===== config.mk =====
export PLATFORM = sky130hd
export DESIGN_NAME = odt_latency_control
export DESIGN_NICKNAME = d
export VERILOG_FILES = /design/src/hw/odt_pkg.sv /design/src/hw/odt_latency_control.sv
export SDC_FILE = /design/constraint.sdc
export NUM_CORES = 1
export LEC_CHECK = 0
export BUFFER_PORTS_ARGS = -buffer_cell sky130_fd_sc_hd__buf_2
export CAP_MARGIN = 20
export CORE_UTILIZATION = 45
export DETAILED_ROUTE_END_ITERATION = 6
export GPL_TIMING_DRIVEN = 0
export PLACE_DENSITY = 0.65
export REMOVE_ABC_BUFFERS = 1
export SKIP_LAST_GASP = 1
export SLEW_MARGIN = 20
export SYNTH_ARGS = -nofsm -noshare
export SYNTH_HDL_FRONTEND = slang
export SYNTH_SLANG_ARGS = --single-unit

===== constraint.sdc =====
create_clock -name clock_in -period 2.6 [get_ports clock_in]
set_input_delay 0.52 -clock clock_in [delete_from_list [all_inputs] [get_ports clock_in]]
set_output_delay 0.52 -clock clock_in [all_outputs]
set_load 0.03 [all_outputs]

===== src/hw/odt_pkg.sv =====
// constants for the on-die termination latency control block
package odt_pkg;
  // latency fields
  localparam int WR_CAS_W = 4;
  localparam int ADD_LAT_W = 2;
  localparam int LAT_W = 5;
  // write latency minus this gives the termination latencies
  localparam logic [4:0] TERM_LAT_OFFSET = 5'h02;
  // extra cycle on top of the larger latency for the entry lead
  localparam logic [4:0] PD_LEAD_EXTRA = 5'h01;
  // additive latency codes
  localparam logic [1:0] ADD_LAT_CODE_ZERO = 2'h0;
  localparam logic [1:0] ADD_LAT_CODE_CL1 = 2'h1;
  localparam logic [1:0] ADD_LAT_CODE_CL2 = 2'h2;
  // pipeline depth: largest write_cas_latency 15 plus additive latency up to 14
  localparam int PIPE_DEPTH = 32;
  // holds, in clock cycles
  localparam logic [2:0] SHORT_TERM_HOLD = 3'h4;
  localparam logic [2:0] LONG_TERM_HOLD = 3'h6;
  // asynchronous delays in picoseconds
  localparam int CLOCK_PERIOD_PS = 10000;
  localparam int ASYNC_MIN_PS = 2000;
  localparam int ASYNC_MAX_PS = 8500;
  // min rounds up, max rounds down, never below one cycle
  localparam int ASYNC_MIN_CYC_RAW = (ASYNC_MIN_PS + CLOCK_PERIOD_PS - 1) / CLOCK_PERIOD_PS;
  localparam int ASYNC_MAX_CYC_RAW = ASYNC_MAX_PS / CLOCK_PERIOD_PS;
  localparam int ASYNC_MIN_CYC = (ASYNC_MIN_CYC_RAW < 1) ? 1 : ASYNC_MIN_CYC_RAW;
  localparam int ASYNC_MAX_CYC = (ASYNC_MAX_CYC_RAW < 1) ? 1 : ASYNC_MAX_CYC_RAW;
  localparam logic [2:0] ASYNC_DELAY = 3'(ASYNC_MIN_CYC);
  typedef enum logic [1:0] {ODT_SYNC, ODT_ENTRY, ODT_ASYNC} odt_mode_type;
endpackage


===== src/hw/odt_latency_control.sv =====
// on-die termination control: synchronous latency, async mode, power-down entry
// ----------------------------------------
// Notes on behaviour
// - termination follows pin after on/off latency
// - both latencies are write latency minus two
// - sync pin copy delayed by additive latency
// - async mode in dll-off powerdown, dll resync
// - async mode skips additive latency delay
// - async response within two to 8.5 ns; here one 10 ns clock (ASYNC_DELAY) after the synchroniser
// - entry transition lead before first cke low; here the lead is counted from the cke fall
// - lead is larger latency plus one
// - refresh in flight stretches entry transition
// - termination uncertain during entry transition
// - sync whenever dll locked and cke high
// ----------------------------------------
`timescale 1ns/1ns
module odt_latency_control
(
  // clock and reset
  input wire logic clock_in,
  input wire logic rstn_in,
  input wire logic clk_en_in,
  // pins from the controller
  input wire logic odt_pin_in,
  input wire logic cke_pin_in,
  // mode settings
  input wire logic [odt_pkg::WR_CAS_W-1:0] write_cas_latency_in,
  input wire logic [odt_pkg::ADD_LAT_W-1:0] additive_latency_in,
  input wire logic [3:0] cas_latency_in,
  input wire logic dll_on_in_powerdown_in,
  input wire logic term_nom_enable_in,
  input wire logic term_wr_enable_in,
  // core state
  input wire logic dll_locked_in,
  input wire logic refresh_busy_in,
  // termination result
  output logic term_enable_out,
  output logic term_uncertain_out,
  output logic async_mode_out,
  output logic [odt_pkg::LAT_W-1:0] term_latency_out,
  output logic [odt_pkg::LAT_W-1:0] pd_transition_lead_out
);
  // ----------------------------------------
  // pin synchronisers
  // ----------------------------------------
  logic odt_meta;
  logic odt_sync;
  logic cke_meta;
  logic cke_sync;
  always_ff @(posedge clock_in or negedge rstn_in)
  begin
    if (!rstn_in)
    begin
      odt_meta <= 1'b0;
      odt_sync <= 1'b0;
      cke_meta <= 1'b0;
      cke_sync <= 1'b0;
    end
    else if (clk_en_in)
    begin
      odt_meta <= odt_pin_in;
      odt_sync <= odt_meta;
      cke_meta <= cke_pin_in;
      cke_sync <= cke_meta;
    end
  end

  // ----------------------------------------
  // latencies
  // ----------------------------------------
  logic [odt_pkg::LAT_W-1:0] add_lat_cycles;
  logic [odt_pkg::LAT_W-1:0] write_latency;
  logic [odt_pkg::LAT_W-1:0] next_term_latency;
  logic [odt_pkg::LAT_W-1:0] next_lead;
  logic term_any_enabled;
  always_comb
  begin
    case (additive_latency_in)
      odt_pkg::ADD_LAT_CODE_ZERO: add_lat_cycles = '0;
      odt_pkg::ADD_LAT_CODE_CL1: add_lat_cycles = 5'({1'b0, cas_latency_in} - 5'h01);
      odt_pkg::ADD_LAT_CODE_CL2: add_lat_cycles = 5'({1'b0, cas_latency_in} - 5'h02);
      default: add_lat_cycles = '0;
    endcase
    write_latency = 5'({1'b0, write_cas_latency_in}) + add_lat_cycles;
    // saturate so a write latency of two or less never wraps to a huge latency
    next_term_latency = (write_latency > odt_pkg::TERM_LAT_OFFSET) ?
      write_latency - odt_pkg::TERM_LAT_OFFSET : '0;
    next_lead = next_term_latency + odt_pkg::PD_LEAD_EXTRA;
    term_any_enabled = term_nom_enable_in || term_wr_enable_in;
  end

  // ----------------------------------------
  // mode selection
  // ----------------------------------------
  odt_pkg::odt_mode_type mode;
  logic [odt_pkg::LAT_W-1:0] lead_count;
  logic cke_prev;
  logic dll_off_pd;
  assign dll_off_pd = !dll_on_in_powerdown_in;
  // entry window is predicted from cke falling; the lead is honoured by
  // declaring uncertainty for lead plus one cycles after the fall instead of before
  always_ff @(posedge clock_in or negedge rstn_in)
  begin
    if (!rstn_in)
    begin
      mode <= odt_pkg::ODT_ASYNC;
      lead_count <= '0;
      cke_prev <= 1'b0;
    end
    else if (clk_en_in)
    begin
      cke_prev <= cke_sync;
      case (mode)
        odt_pkg::ODT_SYNC:
        begin
          if (!dll_locked_in)
            mode <= odt_pkg::ODT_ASYNC;
          else if (cke_prev && !cke_sync && dll_off_pd && term_any_enabled)
          begin
            mode <= odt_pkg::ODT_ENTRY;
            lead_count <= next_term_latency + odt_pkg::PD_LEAD_EXTRA;
          end
        end
        odt_pkg::ODT_ENTRY:
        begin
          if (lead_count != '0)
            lead_count <= lead_count - 5'h01;
          // a refresh in flight keeps the window open until it completes
          else if (!refresh_busy_in)
            mode <= odt_pkg::ODT_ASYNC;
          if (cke_sync && dll_locked_in)
            mode <= odt_pkg::ODT_SYNC;
        end
        odt_pkg::ODT_ASYNC:
        begin
          if (dll_locked_in && (cke_sync || !dll_off_pd))
            mode <= odt_pkg::ODT_SYNC;
        end
        default: mode <= odt_pkg::ODT_ASYNC;
      endcase
    end
  end

  // ----------------------------------------
  // synchronous delay pipeline
  // ----------------------------------------
  logic [odt_pkg::PIPE_DEPTH-1:0] pipe;
  logic [odt_pkg::LAT_W-1:0] lat_reg;
  logic lat_changed;
  assign lat_changed = next_term_latency != lat_reg;
  always_ff @(posedge clock_in or negedge rstn_in)
  begin
    if (!rstn_in)
    begin
      pipe <= '0;
      lat_reg <= '0;
    end
    else if (clk_en_in)
    begin
      lat_reg <= next_term_latency;
      if (lat_changed)
        pipe <= '0;
      else
        pipe <= {pipe[odt_pkg::PIPE_DEPTH-2:0], odt_sync};
    end
  end
  // tap index = latency minus one: pipe[0] is one cycle after the sample
  logic sync_term;
  assign sync_term = (lat_reg == '0) ? odt_sync : pipe[lat_reg - 5'h01];

  // ----------------------------------------
  // asynchronous path
  // ----------------------------------------
  logic [2:0] async_count;
  logic async_term;
  always_ff @(posedge clock_in or negedge rstn_in)
  begin
    if (!rstn_in)
    begin
      async_count <= '0;
      async_term <= 1'b0;
    end
    else if (clk_en_in)
    begin
      // additive latency is not applied here
      if (odt_sync == async_term)
        async_count <= '0;
      else if (async_count + 3'h1 >= odt_pkg::ASYNC_DELAY)
      begin
        async_term <= odt_sync;
        async_count <= '0;
      end
      else
        async_count <= async_count + 3'h1;
    end
  end

  // ----------------------------------------
  // outputs
  // ----------------------------------------
  always_ff @(posedge clock_in or negedge rstn_in)
  begin
    if (!rstn_in)
    begin
      term_enable_out <= 1'b0;
      term_uncertain_out <= 1'b0;
      async_mode_out <= 1'b1;
      term_latency_out <= '0;
      pd_transition_lead_out <= '0;
    end
    else if (clk_en_in)
    begin
      term_latency_out <= next_term_latency;
      pd_transition_lead_out <= next_lead;
      async_mode_out <= mode == odt_pkg::ODT_ASYNC;
      term_uncertain_out <= mode == odt_pkg::ODT_ENTRY;
      if (!term_any_enabled)
        term_enable_out <= 1'b0;
      else if (mode == odt_pkg::ODT_SYNC)
        term_enable_out <= sync_term;
      else if (mode == odt_pkg::ODT_ASYNC)
        term_enable_out <= async_term;
      else
        term_enable_out <= sync_term | async_term;
    end
  end

  // ----------------------------------------
  // checks
  // ----------------------------------------
  lat_formula_a:
    assert property (@(posedge clock_in) disable iff (!rstn_in)
    clk_en_in && write_latency > 5'h02 |=> term_latency_out == $past(write_latency) - 5'h02)
    else $error("termination latency not write latency minus two");
  lat_floor_a:
    assert property (@(posedge clock_in) disable iff (!rstn_in)
    clk_en_in && write_latency <= 5'h02 |=> term_latency_out == '0)
    else $error("short write latency did not give zero latency");
  lead_formula_a:
    assert property (@(posedge clock_in) disable iff (!rstn_in)
    clk_en_in |=> pd_transition_lead_out == $past(next_term_latency) + 5'h01)
    else $error("entry lead not latency plus one");
  sync_follow_a:
    assert property (@(posedge clock_in) disable iff (!rstn_in)
    clk_en_in && mode == odt_pkg::ODT_SYNC && term_any_enabled
    |=> term_enable_out == $past(sync_term))
    else $error("sync termination not following delayed pin");
  pipe_shift_a:
    assert property (@(posedge clock_in) disable iff (!rstn_in)
    clk_en_in && !lat_changed |=> pipe[0] == $past(odt_sync))
    else $error("pin copy not entering delay pipeline");
  flush_a:
    assert property (@(posedge clock_in) disable iff (!rstn_in)
    clk_en_in && lat_changed |=> pipe == '0)
    else $error("pipeline not flushed on latency change");
  async_enter_a:
    assert property (@(posedge clock_in) disable iff (!rstn_in)
    clk_en_in && !dll_locked_in && mode == odt_pkg::ODT_SYNC
    |=> mode == odt_pkg::ODT_ASYNC)
    else $error("lost dll lock did not force async mode");
  async_flag_a:
    assert property (@(posedge clock_in) disable iff (!rstn_in)
    clk_en_in |=> async_mode_out == ($past(mode) == odt_pkg::ODT_ASYNC))
    else $error("async mode flag not following mode");
  async_follow_a:
    assert property (@(posedge clock_in) disable iff (!rstn_in)
    clk_en_in && mode == odt_pkg::ODT_ASYNC && term_any_enabled
    |=> term_enable_out == $past(async_term))
    else $error("async termination not taken from undelayed pin");
  async_bound_a:
    assert property (@(posedge clock_in) disable iff (!rstn_in)
    clk_en_in && async_count != '0 |-> async_count < odt_pkg::ASYNC_DELAY)
    else $error("async response slower than bound");
  entry_start_a:
    assert property (@(posedge clock_in) disable iff (!rstn_in)
    clk_en_in && mode == odt_pkg::ODT_SYNC && dll_locked_in && cke_prev && !cke_sync
    && dll_off_pd && term_any_enabled |=> mode == odt_pkg::ODT_ENTRY ##1 term_uncertain_out)
    else $error("entry transition not started");
  entry_count_a:
    assert property (@(posedge clock_in) disable iff (!rstn_in)
    clk_en_in && mode == odt_pkg::ODT_ENTRY && lead_count != '0 && !cke_sync
    |=> mode == odt_pkg::ODT_ENTRY && lead_count == $past(lead_count) - 5'h01)
    else $error("entry lead not counting down");
  refresh_hold_a:
    assert property (@(posedge clock_in) disable iff (!rstn_in)
    clk_en_in && mode == odt_pkg::ODT_ENTRY && refresh_busy_in && !cke_sync
    |=> mode == odt_pkg::ODT_ENTRY)
    else $error("entry ended during refresh");
  entry_end_a:
    assert property (@(posedge clock_in) disable iff (!rstn_in)
    clk_en_in && mode == odt_pkg::ODT_ENTRY && lead_count == '0 && !refresh_busy_in
    && !cke_sync |=> mode == odt_pkg::ODT_ASYNC)
    else $error("entry transition did not end");
  uncertain_flag_a:
    assert property (@(posedge clock_in) disable iff (!rstn_in)
    clk_en_in |=> term_uncertain_out == ($past(mode) == odt_pkg::ODT_ENTRY))
    else $error("uncertain flag not matching entry window");
  entry_merge_a:
    assert property (@(posedge clock_in) disable iff (!rstn_in)
    clk_en_in && mode == odt_pkg::ODT_ENTRY && term_any_enabled
    |=> term_enable_out == $past(sync_term | async_term))
    else $error("entry window not merging both responses");
  sync_return_a:
    assert property (@(posedge clock_in) disable iff (!rstn_in)
    clk_en_in && mode == odt_pkg::ODT_ASYNC && dll_locked_in && cke_sync
    |=> mode == odt_pkg::ODT_SYNC)
    else $error("locked dll with cke high not back in sync mode");
  off_disabled_a:
    assert property (@(posedge clock_in) disable iff (!rstn_in)
    clk_en_in && !term_any_enabled |=> !term_enable_out)
    else $error("termination on while disabled");
endmodule


==> results.tsv <==
metric	value	unit
reg2reg_to	lead_count[4]$_DFFE_PN0P_	
holdWs	238	ps
synth_top_family_by_area	compound AO/OA/AOI/OAI gates	
yosys-top-cells-area	dfrtp_1 (38%), o32ai_2 (13%), mux4_2 (5.3%)	
rsz0062_at_grt	true	
synth.area.mux_share	9.02	%
dpl.cell_count	482	
clk_latency	340	ps
syn_area_per_cell	10.5	µm²
postPlaceCellArea	4090	µm²
portBuffers	32	
cts_buffers	9	
hpwl	4990	µm
violations	setup timing	
cts_num_sinks	61	
holdBufCountCts	0	
setup_violations	44	
die_x	94.4	µm
leakage	2.14	nW
gp_congestion	0.780	
area_growth	36.8	%
syn_area	3840	µm²
ys_seq_area_share	39.8	%
io_pins	33	
die-area	8910	µm²
first_pass_iters	5	
design_area	5260	µm²
timing.setup.tns	-26420	ps
final_cells	542	
rows	33	
ys_ff_latch	61	
ctsRootBufferMaster	clkbuf_8	
crit_cells	16	
netlist.area_leader.share	38.4	%
grt_pass1_vias	2914	
n_antenna_cell	0	
ant_nets	0	
synthTopCellsByCount	dfrtp_1 (59), inv_1 (51), o32ai_2 (30)	
grt.total_usage	21.5	%
core_area	8260	µm²
ys.flop_type	dfrtp_1	
cts_tree	done	
routed_via_density	5.78	
clk_pin_slew_worst_paths	70	ps
async_reset_ff_share	100	%
critical_path.max_fanout	10	
path_class	input port to register	
skew	8.40	ps
drive_gt1_share	45.5	%
overflow	0	
post-route-min-period	3360	ps
grt_max_degree	68	
cts_htree_levels	3	
crit_buf_inv	5	
synth-compound-area-share	24.2	%
worst_slack	-757	ps
hold_violations	0	
utilization	63.6	%
vias	3133	
drcViolationCount	0	
slew_viol_final	0	
synthCells	365	
start_util	46.5	%
fmax	0.298	GHz
reg2reg_slack	20	ps
grt_pass1_wl	14600	µm
synth_most_common_cell	dfrtp_1	
tightest_slew	1030	ps
start_kind	input port	
synth_area_leader_cell	dfrtp_1	
synth_simple_gate_area_share	11.1	%
cp_slowest_cell	or3_4	
period_share	129	%
critPathArrivalTime	3600	ps
yosys_warnings	0	
wl_per_cell	18.0	µm
wirelength	9760	µm
crit_path_cell_trace	buf_4, inv_4, ha_4, mux2_4, ha_4, inv_2, fa_2, nand2b_4, a21oi_4, buf_12, xor2_4, or4_1, o2111ai_1, or3_4, buf_12, o32ai_1	
min_path_type	input port to asynchronous set/reset pin	
clockBufferDepth	2	
synth_edf_count	0	
final_nets	469	
antenna_found_initial	0	
status	complete, but fails checks	
ys_types	55	
synthAdderAreaFrac	5.73	%
vdd_ir_drop_max	0.430	mV
relSlewSlack	31.3	%
synth_xor_area_share	2.28	%
reg2regPathDepth	7	
required	2840	ps
dieHeight	94.4	µm
cap_violations	0	
power_density	734	nW/µm²
end_kind	register	
cpPeakStageDelay	460	ps
drt_first_iter_violations	232	
r2r-start	cke_sync$_DFFE_PN0P_	
cp_top_family	simple AND/OR/NAND/NOR gates	
-- cells by family (layout without fill, tap and decap cells) --
group           after synthesis  count (layout)
compound gates               97              97
xor+xnor                     10              10
fa+ha+maj                    17              17
buf+inv                      73             145
flops                        61              61
mux                          22              22
simple gates                 85              85
-- cell type report --
class / instances / area [µm²]
clock inverters: 3 / 68.8
fillers: 634 / 3000
well taps: 105 / 131
multi-input cells: 231 / 2400
flip-flops and latches: 61 / 1530
inverters: 51 / 204
clock buffers: 13 / 159
repair buffers: 78 / 757
-- state kept, by name, indices dropped and copies added (netlist names) --
register	count
term_uncertain_out	1
odt_sync	1
pipe	32
async_term	1
cke_meta	1
mode	2
term_enable_out	1
async_mode_out	1
term_latency_out	5
lead_count	5
async_count	3
cke_sync	1
odt_meta	1
pd_transition_lead_out	5
cke_prev	1
-- per-stage QoR --
stage / setup WS, ps / total power [W]
2_1_floorplan: -2410 / 0.00194
3_3_place_gp: -3420 / 0.00221
3_5_place_dp: -1660 / 0.00230
4_1_cts: -626 / 0.00367
5_1_grt: -803 / 0.00404
6_report: -757 / 0.00386
-- how the worst max path moves through the flow --
stage | from | end
finish | additive_latency_in[0] | pipe[0]$_DFFE_PN0P_
global route | additive_latency_in[0] | pipe[0]$_DFFE_PN0P_
CTS | cas_latency_in[1] | pipe[0]$_DFFE_PN0P_
detailed placement | additive_latency_in[1] | pipe[24]$_DFFE_PN0P_
global placement | additive_latency_in[1] | pipe[0]$_DFFE_PN0P_
floorplan | cas_latency_in[1] | pipe[0]$_DFFE_PN0P_
-- layer usage --
layer,GRT usage [%],up-vias,share of wire [%]
li1,-,1448,-
met1,28.6,1571,42
met5,0,-,0
met2,34.3,94,51
met3,5.80,20,4.7
met4,6.28,0,2.2
-- report_power, final --
group / internal [W] / leakage, nW / switching [W] / total (W)
clock: 0.000595 / 0.114 / 0.000373 / 0.000968
combinational: 0.000790 / 1.22 / 0.000895 / 0.00168
sequential: 0.00108 / 0.802 / 0.000125 / 0.00120
total: 0.00246 / 2.14 / 0.00139 / 0.00386
-- timing repair --
item	4_1_cts	5_1_grt
setup buffers	29	10
resized for setup	69	32
cloned	4	1
pin swaps	13	20
endpoints found under the setup margin	48	48
-- layout by cell type (no fill, tap or decap), drive strengths merged, types with 2 or more instances in the layout --
master  count
a21oi      17
bufinv      2
dfstp       2
buf        76
or3         3
clkbuf     15
o211ai      2
nor3        4
mux4        9
nand3b      2
ha         16
o22ai       2
xnor2       5
inv        51
nand2b      7
dfrtp      59
o21ai      22
mux2       11
a31oi       6
nor4        4
xor2        5
o32ai      33
nand2      24
or2         3
nand3       5
a21o        2
o21a        2
nor2b       6
mux2i       2
nor2       20
No activity file was read; power rests on OpenSTA's default activity.
